`config.mk`:
```
export PLATFORM = sky130hd
export DESIGN_NAME = sfra_ctrl
export DESIGN_NICKNAME = d
export VERILOG_FILES = /design/src/rtl/sfra_pkg.sv /design/src/rtl/sfra_ctrl.sv
export SDC_FILE = /design/constraint.sdc
export NUM_CORES = 2
export LEC_CHECK = 0
export BUFFER_PORTS_ARGS = -buffer_cell sky130_fd_sc_hd__buf_4
export CORE_UTILIZATION = 35
export DETAILED_ROUTE_END_ITERATION = 12
export PLACE_DENSITY = 0.47
export SYNTH_ARGS = -nofsm -noshare
export SYNTH_HDL_FRONTEND = slang
export SYNTH_SLANG_ARGS = --single-unit
export TNS_END_PERCENT = 100
```
`constraint.sdc`:
```
create_clock -name clk -period 12.3 [get_ports clk]
set_clock_uncertainty 0.15 [all_clocks]
set_input_delay 0.615 -clock clk [delete_from_list [all_inputs] [get_ports clk]]
set_output_delay 0.615 -clock clk [all_outputs]
set_load 0.01 [all_outputs]
```
`src/rtl/sfra_pkg.sv`:
```
package sfra_pkg;

	// ----------------------------------------
	// Timing
	// ----------------------------------------
	localparam int CLK_MHZ = 100;
	localparam int F14_MHZ = 14;
	localparam int F25_MHZ = 25;
	localparam int F33_MHZ = 33;
	localparam int F50_MHZ = 50;
	localparam int T20_MHZ = 20;
	localparam int T17_MHZ = 17;
	localparam int T48_MHZ = 48;

	// Period rounds up, so the clock never runs above its figure
	function automatic logic [3:0] sfra_per(input int mhz);
		return 4'((CLK_MHZ + mhz - 1) / mhz);
	endfunction

	localparam logic [3:0] PER_FLASH [0:3] = '{sfra_per(F14_MHZ), sfra_per(F25_MHZ),
		sfra_per(F33_MHZ), sfra_per(F50_MHZ)};
	localparam logic [3:0] PER_TPM [0:3] = '{sfra_per(T17_MHZ), sfra_per(F33_MHZ),
		sfra_per(T48_MHZ), sfra_per(T20_MHZ)};
	localparam logic [3:0] PER_BOOT = sfra_per(F14_MHZ);
	localparam logic [1:0] TAIL_CYC = 2'h3;

	// ----------------------------------------
	// Descriptor layout
	// ----------------------------------------
	localparam logic [26:0] SIG_OFF = 27'h10;
	localparam logic [26:0] COMPONENT_SECTION_BASE = 27'h30;
	localparam logic [26:0] REGION_SECTION_BASE = 27'h40;
	localparam logic [26:0] MASTER_SECTION_BASE = 27'h80;
	localparam logic [26:0] DEVICE_STRAP_BASE = 27'h100;
	localparam logic [26:0] MANAGEMENT_TABLE_BASE = 27'hc00;
	localparam logic [26:0] POWER_STRAP_BASE = 27'hc14;
	localparam logic [26:0] CPU_STRAP_BASE = 27'hc2c;
	localparam logic [26:0] REGISTER_INIT_BASE = 27'h340;
	localparam logic [26:0] DESC_MASK = 27'hfff;
	localparam logic [31:0] SIGNATURE = 32'h0ff0a55a;
	localparam logic [3:0] MST_FIRST = 4'h7;
	localparam logic [3:0] BOOT_LAST = 4'ha;
	localparam int RB_HI = 14;
	localparam int RL_LO = 16;
	localparam int RL_HI = 30;
	localparam int RID_HI = 15;
	localparam logic [11:0] UNIT_ZERO = 12'h000;
	localparam logic [11:0] UNIT_MAX = 12'hfff;

	// ----------------------------------------
	// Regions and masters
	// ----------------------------------------
	localparam int NREG = 6;
	localparam logic [1:0] M_HOST = 2'h0;
	localparam logic [1:0] M_MGMT = 2'h1;
	localparam logic [2:0] PRIM [0:3] = '{3'h1, 3'h2, 3'h3, 3'h5};
	localparam logic [5:0] PERM_RD [0:3] = '{6'h22, 6'h04, 6'h0e, 6'h20};
	localparam logic [5:0] PERM_WR [0:3] = '{6'h02, 6'h04, 6'h0a, 6'h20};
	localparam logic [26:0] COMP_3B = 27'h1000000;
	localparam logic [26:0] COMP_4B = 27'h4000000;

	// ----------------------------------------
	// Serial commands
	// ----------------------------------------
	localparam logic [7:0] OP_FAST = 8'h0b;
	localparam logic [7:0] OP_DOUT = 8'h3b;
	localparam logic [7:0] OP_DIO = 8'hbb;
	localparam logic [7:0] OP_QOUT = 8'h6b;
	localparam logic [7:0] OP_QIO = 8'heb;
	localparam logic [7:0] OP_PROG = 8'h02;
	localparam logic [7:0] TPM_RD = 8'h80;
	localparam logic [7:0] TPM_WR = 8'h00;
	localparam logic [3:0] DUM_STD = 4'h8;
	localparam logic [3:0] DUM_DIO = 4'h4;
	localparam logic [3:0] DUM_QIO = 4'h6;
	localparam logic [5:0] CMD_CLK = 6'h08;
	localparam logic [5:0] ABITS3 = 6'h18;
	localparam logic [5:0] ABITS4 = 6'h20;
	localparam logic [5:0] BYTE_BITS = 6'h08;
	localparam logic [5:0] WORD_BITS = 6'h20;
	localparam logic [1:0] LW1 = 2'h0;
	localparam logic [1:0] LW2 = 2'h1;
	localparam logic [1:0] LW4 = 2'h2;

	typedef enum logic [2:0] {RM_DOUT, RM_DIO, RM_QOUT, RM_QIO, RM_FAST} sfra_rmode_type;
	typedef enum logic [2:0] {ST_BOOT, ST_IDLE, ST_CMD, ST_ADDR, ST_DUMMY, ST_DATA, ST_TAIL} sfra_state_type;
	typedef enum logic [1:0] {K_BOOT, K_DIR, K_PROG, K_TPM} sfra_kind_type;

	typedef struct packed {
		sfra_kind_type kind;
		logic [7:0]    cmd;
		logic [31:0]   addr;
		logic [5:0]    aclk;
		logic [1:0]    alw;
		logic [3:0]    dum;
		logic [5:0]    dclk;
		logic [1:0]    dlw;
		logic          din;
		logic [7:0]    wd;
		logic [1:0]    cs;
		logic [3:0]    per;
		logic [26:0]   linear_flash_address;
	} sfra_plan_type;
endpackage

```
`src/rtl/sfra_ctrl.sv`:
```
module sfra_ctrl (
	input  wire logic                     clk,
	input  wire logic                     rst_b,
	input  wire logic                     req_valid,
	input  wire logic                     req_direct,
	input  wire logic                     req_write,
	input  wire logic [1:0]               req_master,
	input  wire logic [15:0]              req_rid,
	input  wire logic [26:0]              req_addr,
	input  wire logic [7:0]               req_wdata,
	input  wire logic                     tpm_req,
	input  wire logic                     tpm_write,
	input  wire logic [23:0]              tpm_addr,
	input  wire logic [7:0]               tpm_wdata,
	input  wire logic [1:0]               flash_clk_sel,
	input  wire sfra_pkg::sfra_rmode_type read_mode,
	input  wire logic                     bidir_strap,
	input  wire logic                     addr4_primary,
	input  wire logic                     addr4_secondary,
	input  wire logic                     tpm_strap_valid,
	input  wire logic [1:0]               tpm_strap_sel,
	input  wire logic [3:0]               io_in,
	output logic                          req_ready,
	output logic                          rsp_done,
	output logic                          rsp_err,
	output logic [31:0]                   rsp_data,
	output logic                          desc_done,
	output logic                          desc_valid,
	output logic                          spi_clk,
	output logic                          flash_select_primary_b,
	output logic                          flash_select_secondary_b,
	output logic                          secure_module_select_b,
	output logic [3:0]                    io_out,
	output logic [3:0]                    io_oe
);
	// ----------------------------------------
	// Helpers
	// ----------------------------------------
	function automatic logic in_reg(input logic [26:0] a, input logic [14:0] b, input logic [14:0] l);
		return (l >= b) && (a >= {b, sfra_pkg::UNIT_ZERO}) && (a <= {l, sfra_pkg::UNIT_MAX});
	endfunction

	function automatic logic [31:0] swap32(input logic [31:0] w);
		return {w[7:0], w[15:8], w[23:16], w[31:24]};
	endfunction

	function automatic logic [31:0] shin(input logic [31:0] s, input logic [1:0] lw, input logic [3:0] io);
		case (lw)
			sfra_pkg::LW1: return {s[30:0], io[1]};
			sfra_pkg::LW2: return {s[29:0], io[1:0]};
			default: return {s[27:0], io};
		endcase
	endfunction

	function automatic logic [3:0] lane_mask(input logic [1:0] lw);
		case (lw)
			sfra_pkg::LW1: return 4'h1;
			sfra_pkg::LW2: return 4'h3;
			default: return 4'hf;
		endcase
	endfunction

	function automatic logic [26:0] boot_addr(input logic [3:0] i);
		if (i == 4'h0)
			return sfra_pkg::SIG_OFF;
		if (i < sfra_pkg::MST_FIRST)
			return 27'(sfra_pkg::REGION_SECTION_BASE + {21'h0, 4'(i - 4'h1), 2'h0});
		return 27'(sfra_pkg::MASTER_SECTION_BASE + {21'h0, 4'(i - sfra_pkg::MST_FIRST), 2'h0});
	endfunction

	// ----------------------------------------
	// State
	// ----------------------------------------
	logic [3:0]               io_s1, io_s2;
	sfra_pkg::sfra_state_type state, next_state;
	sfra_pkg::sfra_plan_type  plan, next_plan, fp, tp, bp;
	logic [3:0]               cnt, next_cnt, bidx, next_bidx;
	logic [5:0]               left, next_left;
	logic [1:0]               lw, next_lw, cap, next_cap, tail, next_tail;
	logic [31:0]              sh, next_sh, shi, next_shi, word;
	logic [14:0]              base [0:5], next_base [0:5], lim [0:5], next_lim [0:5];
	logic [15:0]              rid [0:3], next_rid [0:3];
	logic                     c_valid, next_c_valid;
	logic [26:0]              c_tag, next_c_tag;
	logic [31:0]              c_data, next_c_data;
	logic [1:0]               c_last, next_c_last;
	logic                     next_ready, next_done, next_err, next_dd, next_dv, next_sck;
	logic [31:0]              next_data;
	logic [2:0]               sel_b, next_sel_b;
	logic [3:0]               next_io, next_oe;
	logic [1:0]               m;
	logic [2:0]               pr;
	logic [26:0]              linear_flash_address, dev, comp0;
	logic [5:0]               hitm;
	logic                     sec, a4, cap_ok, perm_ok, dir_ok, ok, hit, rise, fall, go_data, busy, start;
	sfra_pkg::sfra_rmode_type rm;

	assign flash_select_primary_b = sel_b[0];
	assign flash_select_secondary_b = sel_b[1];
	assign secure_module_select_b = sel_b[2];

	// ----------------------------------------
	// Pin synchroniser
	// ----------------------------------------
	always_ff @(posedge clk or negedge rst_b) begin
		if (!rst_b) begin
			io_s1 <= 4'h0;
			io_s2 <= 4'h0;
		end else begin
			io_s1 <= io_in;
			io_s2 <= io_s1;
		end
	end

	// ----------------------------------------
	// Access checks and transfer plans
	// ----------------------------------------
	always_comb begin
		m = req_master;
		pr = sfra_pkg::PRIM[m];
		comp0 = addr4_primary ? sfra_pkg::COMP_4B : sfra_pkg::COMP_3B;
		linear_flash_address = req_addr;
		if (req_direct && (m == sfra_pkg::M_HOST || m == sfra_pkg::M_MGMT))
			linear_flash_address = 27'({base[pr], sfra_pkg::UNIT_ZERO} + req_addr);
		sec = linear_flash_address >= comp0;
		dev = sec ? 27'(linear_flash_address - comp0) : linear_flash_address;
		a4 = sec ? addr4_secondary : addr4_primary;
		cap_ok = dev < (a4 ? sfra_pkg::COMP_4B : sfra_pkg::COMP_3B);
		hitm = 6'h00;
		for (int r = 0; r < sfra_pkg::NREG; r++) begin
			hitm[r] = in_reg(linear_flash_address, base[r], lim[r]);
		end
		perm_ok = |(hitm & (req_write ? sfra_pkg::PERM_WR[m] : sfra_pkg::PERM_RD[m]));
		// Ethernet region is only the Ethernet master's primary region
		dir_ok = !req_write && in_reg(linear_flash_address, base[pr], lim[pr]);
		// Primary region defined and requester known, for both access paths
		ok = desc_valid && req_rid == rid[m] && lim[pr] >= base[pr] && cap_ok
			&& (req_direct ? dir_ok : perm_ok);
		hit = req_direct && c_valid && c_last == m && c_tag == linear_flash_address;
		rm = bidir_strap ? read_mode : sfra_pkg::RM_FAST;
		fp = '0;
		fp.kind = req_direct ? sfra_pkg::K_DIR : sfra_pkg::K_PROG;
		fp.linear_flash_address = linear_flash_address;
		fp.cs = {1'b0, sec};
		fp.per = sfra_pkg::PER_FLASH[flash_clk_sel];
		fp.addr = a4 ? {5'h0, dev} : {dev[23:0], 8'h00};
		fp.cmd = sfra_pkg::OP_FAST;
		fp.dum = sfra_pkg::DUM_STD;
		fp.din = 1'b1;
		fp.wd = req_wdata;
		// Program path trusts software not to cross a block or component
		if (req_write) begin
			fp.cmd = sfra_pkg::OP_PROG;
			fp.dum = 4'h0;
			fp.din = 1'b0;
		end else begin
			case (rm)
				sfra_pkg::RM_DOUT: begin
					fp.cmd = sfra_pkg::OP_DOUT;
					fp.dlw = sfra_pkg::LW2;
				end
				sfra_pkg::RM_DIO: begin
					fp.cmd = sfra_pkg::OP_DIO;
					fp.alw = sfra_pkg::LW2;
					fp.dlw = sfra_pkg::LW2;
					fp.dum = sfra_pkg::DUM_DIO;
				end
				sfra_pkg::RM_QOUT: begin
					fp.cmd = sfra_pkg::OP_QOUT;
					fp.dlw = sfra_pkg::LW4;
				end
				sfra_pkg::RM_QIO: begin
					fp.cmd = sfra_pkg::OP_QIO;
					fp.alw = sfra_pkg::LW4;
					fp.dlw = sfra_pkg::LW4;
					fp.dum = sfra_pkg::DUM_QIO;
				end
				default: ;
			endcase
		end
		fp.aclk = 6'((a4 ? sfra_pkg::ABITS4 : sfra_pkg::ABITS3) >> fp.alw);
		fp.dclk = 6'((req_write ? sfra_pkg::BYTE_BITS : sfra_pkg::WORD_BITS) >> fp.dlw);
		tp = '0;
		tp.kind = sfra_pkg::K_TPM;
		tp.cmd = tpm_write ? sfra_pkg::TPM_WR : sfra_pkg::TPM_RD;
		tp.addr = {tpm_addr, 8'h00};
		tp.aclk = sfra_pkg::ABITS3;
		tp.dclk = sfra_pkg::BYTE_BITS;
		tp.din = !tpm_write;
		tp.wd = tpm_wdata;
		tp.cs = 2'h2;
		tp.per = tpm_strap_valid ? sfra_pkg::PER_TPM[tpm_strap_sel] : sfra_pkg::PER_TPM[3];
		bp = '0;
		bp.kind = sfra_pkg::K_BOOT;
		bp.cmd = sfra_pkg::OP_FAST;
		bp.addr = {5'h0, boot_addr(bidx) & sfra_pkg::DESC_MASK} << 8;
		bp.aclk = sfra_pkg::ABITS3;
		bp.dum = sfra_pkg::DUM_STD;
		bp.dclk = sfra_pkg::WORD_BITS;
		bp.din = 1'b1;
		bp.per = sfra_pkg::PER_BOOT;
	end

	// ----------------------------------------
	// Sequencer next state
	// ----------------------------------------
	always_comb begin
		next_state = state;
		next_plan = plan;
		next_cnt = cnt;
		next_left = left;
		next_lw = lw;
		next_sh = sh;
		next_shi = shi;
		next_tail = tail;
		next_bidx = bidx;
		next_base = base;
		next_lim = lim;
		next_rid = rid;
		next_c_valid = c_valid;
		next_c_tag = c_tag;
		next_c_data = c_data;
		next_c_last = c_last;
		next_done = 1'b0;
		next_err = 1'b0;
		next_data = rsp_data;
		next_dd = desc_done;
		next_dv = desc_valid;
		next_sck = spi_clk;
		next_sel_b = sel_b;
		go_data = 1'b0;
		start = 1'b0;
		word = plan.kind == sfra_pkg::K_TPM ? {24'h0, shi[7:0]} : swap32(shi);
		busy = state == sfra_pkg::ST_CMD || state == sfra_pkg::ST_ADDR
			|| state == sfra_pkg::ST_DUMMY || state == sfra_pkg::ST_DATA;
		rise = cnt == 4'(plan.per - (plan.per >> 1) - 4'h1);
		fall = cnt == 4'(plan.per - 4'h1);
		// Pin view lags two cycles, so capture trails each rising edge by two
		next_cap = {cap[0], busy && rise && state == sfra_pkg::ST_DATA && plan.din};
		if (cap[1])
			next_shi = shin(shi, plan.dlw, io_s2);
		if (busy) begin
			next_cnt = fall ? 4'h0 : 4'(cnt + 4'h1);
			if (rise)
				next_sck = 1'b1;
			if (fall) begin
				next_sck = 1'b0;
				next_sh = sh << (3'h1 << lw);
				next_left = 6'(left - 6'h01);
				if (left == 6'h01) begin
					case (state)
						sfra_pkg::ST_CMD: begin
							next_state = sfra_pkg::ST_ADDR;
							next_left = plan.aclk;
							next_lw = plan.alw;
							next_sh = plan.addr;
						end
						sfra_pkg::ST_ADDR: begin
							if (plan.dum != 4'h0) begin
								next_state = sfra_pkg::ST_DUMMY;
								next_left = {2'h0, plan.dum};
								next_sh = 32'h0;
							end else begin
								go_data = 1'b1;
							end
						end
						sfra_pkg::ST_DUMMY: go_data = 1'b1;
						default: begin
							next_state = sfra_pkg::ST_TAIL;
							next_tail = sfra_pkg::TAIL_CYC;
						end
					endcase
				end
			end
		end
		if (go_data) begin
			next_state = sfra_pkg::ST_DATA;
			next_left = plan.dclk;
			next_lw = plan.dlw;
			next_sh = {plan.wd, 24'h0};
		end
		case (state)
			sfra_pkg::ST_BOOT: next_plan = bp;
			sfra_pkg::ST_IDLE: begin
				if (req_valid) begin
					if (req_direct && !req_write && m != c_last) begin
						next_c_valid = 1'b0;
						next_c_tag = 27'h0;
						next_c_data = 32'h0;
						next_c_last = m;
					end
					if (!ok || hit) begin
						next_done = 1'b1;
						next_err = !ok;
						next_data = ok ? c_data : 32'h0;
					end else begin
						next_plan = fp;
						start = 1'b1;
					end
				end else if (tpm_req) begin
					if (desc_valid) begin
						next_plan = tp;
						start = 1'b1;
					end else begin
						next_done = 1'b1;
						next_err = 1'b1;
						next_data = 32'h0;
					end
				end
			end
			sfra_pkg::ST_TAIL: begin
				next_tail = 2'(tail - 2'h1);
				if (tail == 2'h0) begin
					next_sel_b = 3'h7;
					next_state = sfra_pkg::ST_IDLE;
					if (plan.kind == sfra_pkg::K_BOOT) begin
						if (bidx == 4'h0 && word != sfra_pkg::SIGNATURE) begin
							next_dd = 1'b1;
						end else if (bidx == sfra_pkg::BOOT_LAST) begin
							next_dd = 1'b1;
							next_dv = 1'b1;
						end else begin
							next_bidx = 4'(bidx + 4'h1);
							next_state = sfra_pkg::ST_BOOT;
						end
						if (bidx != 4'h0 && bidx < sfra_pkg::MST_FIRST) begin
							next_base[3'(bidx - 4'h1)] = word[sfra_pkg::RB_HI:0];
							next_lim[3'(bidx - 4'h1)] = word[sfra_pkg::RL_HI:sfra_pkg::RL_LO];
						end
						if (bidx >= sfra_pkg::MST_FIRST)
							next_rid[2'(bidx - sfra_pkg::MST_FIRST)] = word[sfra_pkg::RID_HI:0];
						next_base[0] = 15'h0;
					end else begin
						next_done = 1'b1;
						next_data = plan.din ? word : 32'h0;
						if (plan.kind == sfra_pkg::K_DIR) begin
							next_c_valid = 1'b1;
							next_c_tag = plan.linear_flash_address;
							next_c_data = word;
						end
					end
				end
			end
			default: ;
		endcase
		// Explicit start: a repeated request has the same plan as the last one
		if ((state == sfra_pkg::ST_BOOT) || start) begin
			next_state = sfra_pkg::ST_CMD;
			next_cnt = 4'h0;
			next_left = sfra_pkg::CMD_CLK;
			next_lw = sfra_pkg::LW1;
			next_sh = {next_plan.cmd, 24'h0};
			next_sel_b = ~(3'h1 << next_plan.cs);
		end
		next_ready = next_state == sfra_pkg::ST_IDLE;
		next_io = 4'h0;
		next_oe = 4'h1;
		if (next_state inside {sfra_pkg::ST_CMD, sfra_pkg::ST_ADDR, sfra_pkg::ST_DUMMY, sfra_pkg::ST_DATA}) begin
			next_io = next_lw == sfra_pkg::LW1 ? {3'h0, next_sh[31]}
				: next_lw == sfra_pkg::LW2 ? {2'h0, next_sh[31:30]} : next_sh[31:28];
			if (next_state == sfra_pkg::ST_DATA && next_plan.din)
				next_oe = bidir_strap ? 4'h0 : 4'h1;
			else
				next_oe = lane_mask(next_lw) | 4'h1;
		end
	end

	always_ff @(posedge clk or negedge rst_b) begin
		if (!rst_b) begin
			state <= sfra_pkg::ST_BOOT;
			plan <= '0;
			cnt <= 4'h0;
			left <= 6'h00;
			lw <= 2'h0;
			sh <= 32'h0;
			shi <= 32'h0;
			cap <= 2'h0;
			tail <= 2'h0;
			bidx <= 4'h0;
			base <= '{default: 15'h0};
			lim <= '{default: 15'h0};
			rid <= '{default: 16'h0};
			c_valid <= 1'b0;
			c_tag <= 27'h0;
			c_data <= 32'h0;
			c_last <= 2'h0;
			req_ready <= 1'b0;
			rsp_done <= 1'b0;
			rsp_err <= 1'b0;
			rsp_data <= 32'h0;
			desc_done <= 1'b0;
			desc_valid <= 1'b0;
			spi_clk <= 1'b0;
			sel_b <= 3'h7;
			io_out <= 4'h0;
			io_oe <= 4'h1;
		end else begin
			state <= next_state;
			plan <= next_plan;
			cnt <= next_cnt;
			left <= next_left;
			lw <= next_lw;
			sh <= next_sh;
			shi <= next_shi;
			cap <= next_cap;
			tail <= next_tail;
			bidx <= next_bidx;
			base <= next_base;
			lim <= next_lim;
			rid <= next_rid;
			c_valid <= next_c_valid;
			c_tag <= next_c_tag;
			c_data <= next_c_data;
			c_last <= next_c_last;
			req_ready <= next_ready;
			rsp_done <= next_done;
			rsp_err <= next_err;
			rsp_data <= next_data;
			desc_done <= next_dd;
			desc_valid <= next_dv;
			spi_clk <= next_sck;
			sel_b <= next_sel_b;
			io_out <= next_io;
			io_oe <= next_oe;
		end
	end
endmodule

```
==> metrics.txt <==
relative slew slack 18.1%; Worst path slowest cell a2111oi_4; Area Overhead vs Synth 15.0%; Initial Util 35.6%; post-DR wirelength/cell about 24 um; Top cell by count, worst path ha_1; crit path buf inv count 5; core box area 0.0922 mm2; Post-synth top cells 528 x nand2_1, 524 x dfrtp_1, 397 x o21ai_0, 256 x ha_1, 180 x inv_1; Area contributors post-synth dfrtp_1 40%, ha_1 9.8%, o21ai_0 6.1%, nand2_1 6.0%, mux4_2 3.4%; # IOs 156; final design utilization 40.9%; Cell Pwr Density 114 mW/mm2; post-route ant nets 0; Port Buf Inserts 155; DRC Markers 0; Largest stage delay, worst path 0.87 ns; routability cong. 0.879; net switching power roughly 1.1 mW; ratio of cells with drive above 1 in the final layout 12.7%; worst path arrival time 10.43 ns; synthesized cell area between 0.03 and 0.04 mm2; clock root buffer clkbuf_16; Worst Tran Pin Value 1.23 ns; Hold Path Stages 3; Final nets roughly 4000; Peak Freq 99.5 MHz; internal power about 3.2 mW; sw frac 26.6%; first-pass GRT wire length ~180000 um; worst vdd ir 80.6 uV; largest net degree at the start of global routing 167; area leader, netlist dfrtp_1; count leader, synth nand2_1; Synth Instances around 3500; max-slew violation count 0; Post-synth EDFFs 0; Num CTS Buffers between 60 and 70; Critical Path Fanout Max 47; CTS tree done; Sinks on Clock Net 528; register area share after synthesis around 40%; Final period util around four fifths; met2 wire len about 55000 um; status completed; final hold violation count 0; fraction of registers with async set/reset 100%; final WL 117000 um; min Tclk post-route ~10 ns; Worst-path clk slew approximately 0.060 ns; Worst Path Required 12.68 ns; part of the power in the clock network 49.8%; Hold WC Path Type primary input to flop; DR WL met3 4770 um; # H-tree levels 3; Max Buffers Root-to-Sink 3; Final TNS setup 0 ns; # rows 111; Finish-stage setup viols 0; DRT iter0 DRCs just under 2000; WS Path Type primary input to flop; syn_area_per_cell 9.30 um2; vias 27300; sequential share of power 40.4%; Max Cap Viol 0; post-synth cell types between 90 and 100; Post-CTS Setup Bufs 0; vias in the first global route ~27000; Die Y 308 um; vias per inst roughly 5.6; combinational power share 9.8%; P_leak 16.0 nW; CP top delay family compound AO/OA/AOI/OAI gates; die area 0.0950 mm2; Critical Path Stages 33; Synth warnings 0; initial antenna violation count 4; Synth Flop Type dfrtp_1; FF-to-FF path depth 28; Worst-Skew Late Latency 0.65 ns; HPWL Detailed around 85000 um; uppermost layer routed met5; DRT Pass-1 Iters 6; Critical Path Start Type primary input; CP Capture Type flop; RSZ-0062 raised after global routing no; DIE WIDTH 308 um; met1 WL 54000 um; Overflow after GRT 0; FF+latch count, synth 528; gr usage total approximately a quarter; Syn Nets ~4000; Synth top area share 40.0%
[state kept, by name, indices dropped and copies added (netlist names), 3 cells and up]
signal / flops
rsp_data: 32
state: 3
bidx: 4
plan: 94
sel_b: 3
lim: 90
shi: 32
c_tag: 27
rid: 64
io_s1: 4
cnt: 4
sh: 32
left: 6
io_oe: 3
io_out: 4
io_s2: 4
c_data: 32
base: 75
[cells in the final DEF (no fill, tap or decap), types with 25 or more instances in the layout]
| cell | n |
|---|---|
| dfrtp_1 | 521 |
| mux2i_1 | 95 |
| a22oi_1 | 39 |
| nor2_1 | 148 |
| nor4_1 | 26 |
| clkbuf_16 | 68 |
| inv_1 | 180 |
| o21ai_0 | 396 |
| a21o_1 | 60 |
| and3_1 | 25 |
| nor3_1 | 38 |
| a211oi_1 | 31 |
| a22o_1 | 34 |
| nand2_1 | 526 |
| a31oi_1 | 27 |
| o31ai_1 | 39 |
| nand3_1 | 76 |
| mux2_2 | 36 |
| a21oi_1 | 136 |
| xnor2_1 | 60 |
| mux4_2 | 49 |
| buf_4 | 210 |
| mux2_1 | 30 |
| o2bb2ai_1 | 36 |
| nand4_1 | 51 |
| ha_1 | 255 |
| o22ai_1 | 30 |
| nor2b_1 | 31 |
[cell type report]
class,instances,area (um2)
repair buffers,224,1730
clock buffers,96,1970
well taps,1243,1560
flip-flops and latches,528,13200
fillers,9396,54500
diodes,2,5.00
multi-input cells,2587,18100
clock inverters,29,440
inverters,185,694
[power groups by stage]
| stage | logic, mW | clock network, mW | registers, mW |
|---|---|---|---|
| after floorplan | 0.227 | 0 | 1.78 |
| after global placement | 0.422 | 0 | 1.78 |
| after detailed placement | 0.421 | 0 | 1.78 |
| after CTS | 0.426 | 2.20 | 1.74 |
| after global routing | 0.465 | 2.27 | 1.74 |
| final | 0.423 | 2.15 | 1.74 |
[what timing repair did]
| action | 4_1_cts | 5_1_grt |
|---|---|---|
| endpoints found under the hold margin | 104 | 0 |
| resized for setup | 0 | 0 |
| hold buffers | 12 | 0 |
[worst paths after layout]
check	startpoint	end	slack, ns
worst min register to register	io_s1[1]	io_s2[1]	0.20
max in group asynchronous	rst_b	shi[3]	9.15
worst min-delay path	tpm_wdata[2]	plan[35]	0.04
worst max-delay path	req_master[0]	plan[49]	2.25
min in group asynchronous	rst_b	plan[18]	0.44
worst max register to register	base[30]	plan[49]	3.14
[through the flow]
step | power, mW | std cells | hold slack, ns | area [um2] | setup WS [ns]
3_3_place_gp | 2.20 | 4755 | 0.185 | 35200 | 2.03
4_1_cts | 4.37 | 4892 | 0.00126 | 37700 | 2.29
2_1_floorplan | 2.00 | 3527 | 0.169 | 32800 | 2.85
5_1_grt | 4.47 | 4893 | 0.0369 | 37700 | 1.49
3_5_place_dp | 2.20 | 4755 | 0.185 | 35200 | 1.63
6_report | 4.32 | 4894 | 0.0356 | 37700 | 2.25
[cell families after synthesis]
family	Yosys count	synth area share, %
AOI/OAI and AO/OA	1032	20.3
and+or+nand+nor	1006	13.9
DFF	528	40.3
buffers and inverters	412	4.88
adders and majority gates	260	9.95
muxes	212	8.60
xor gates and xnor gates	77	2.06
[layer usage]
layer  track usage [%]  vias to the layer above
met5                 0                        -
met4              6.69                        4
met3              2.73                      139
met2              40.4                      629
met1              34.1                    13600
li1                  -                    12900
[worst reg2reg max path, delay by kind of cell, from the launching register on]
kind,cells,cell delay (ns)
buf+inv,1,0.34
flops,1,0.49
fa+ha+maj,4,1.44
simple gates,11,2.60
xor+xnor,1,0.53
mux,1,0.31
compound gates,10,3.19
No activity file was read; power rests on OpenSTA's default activity.
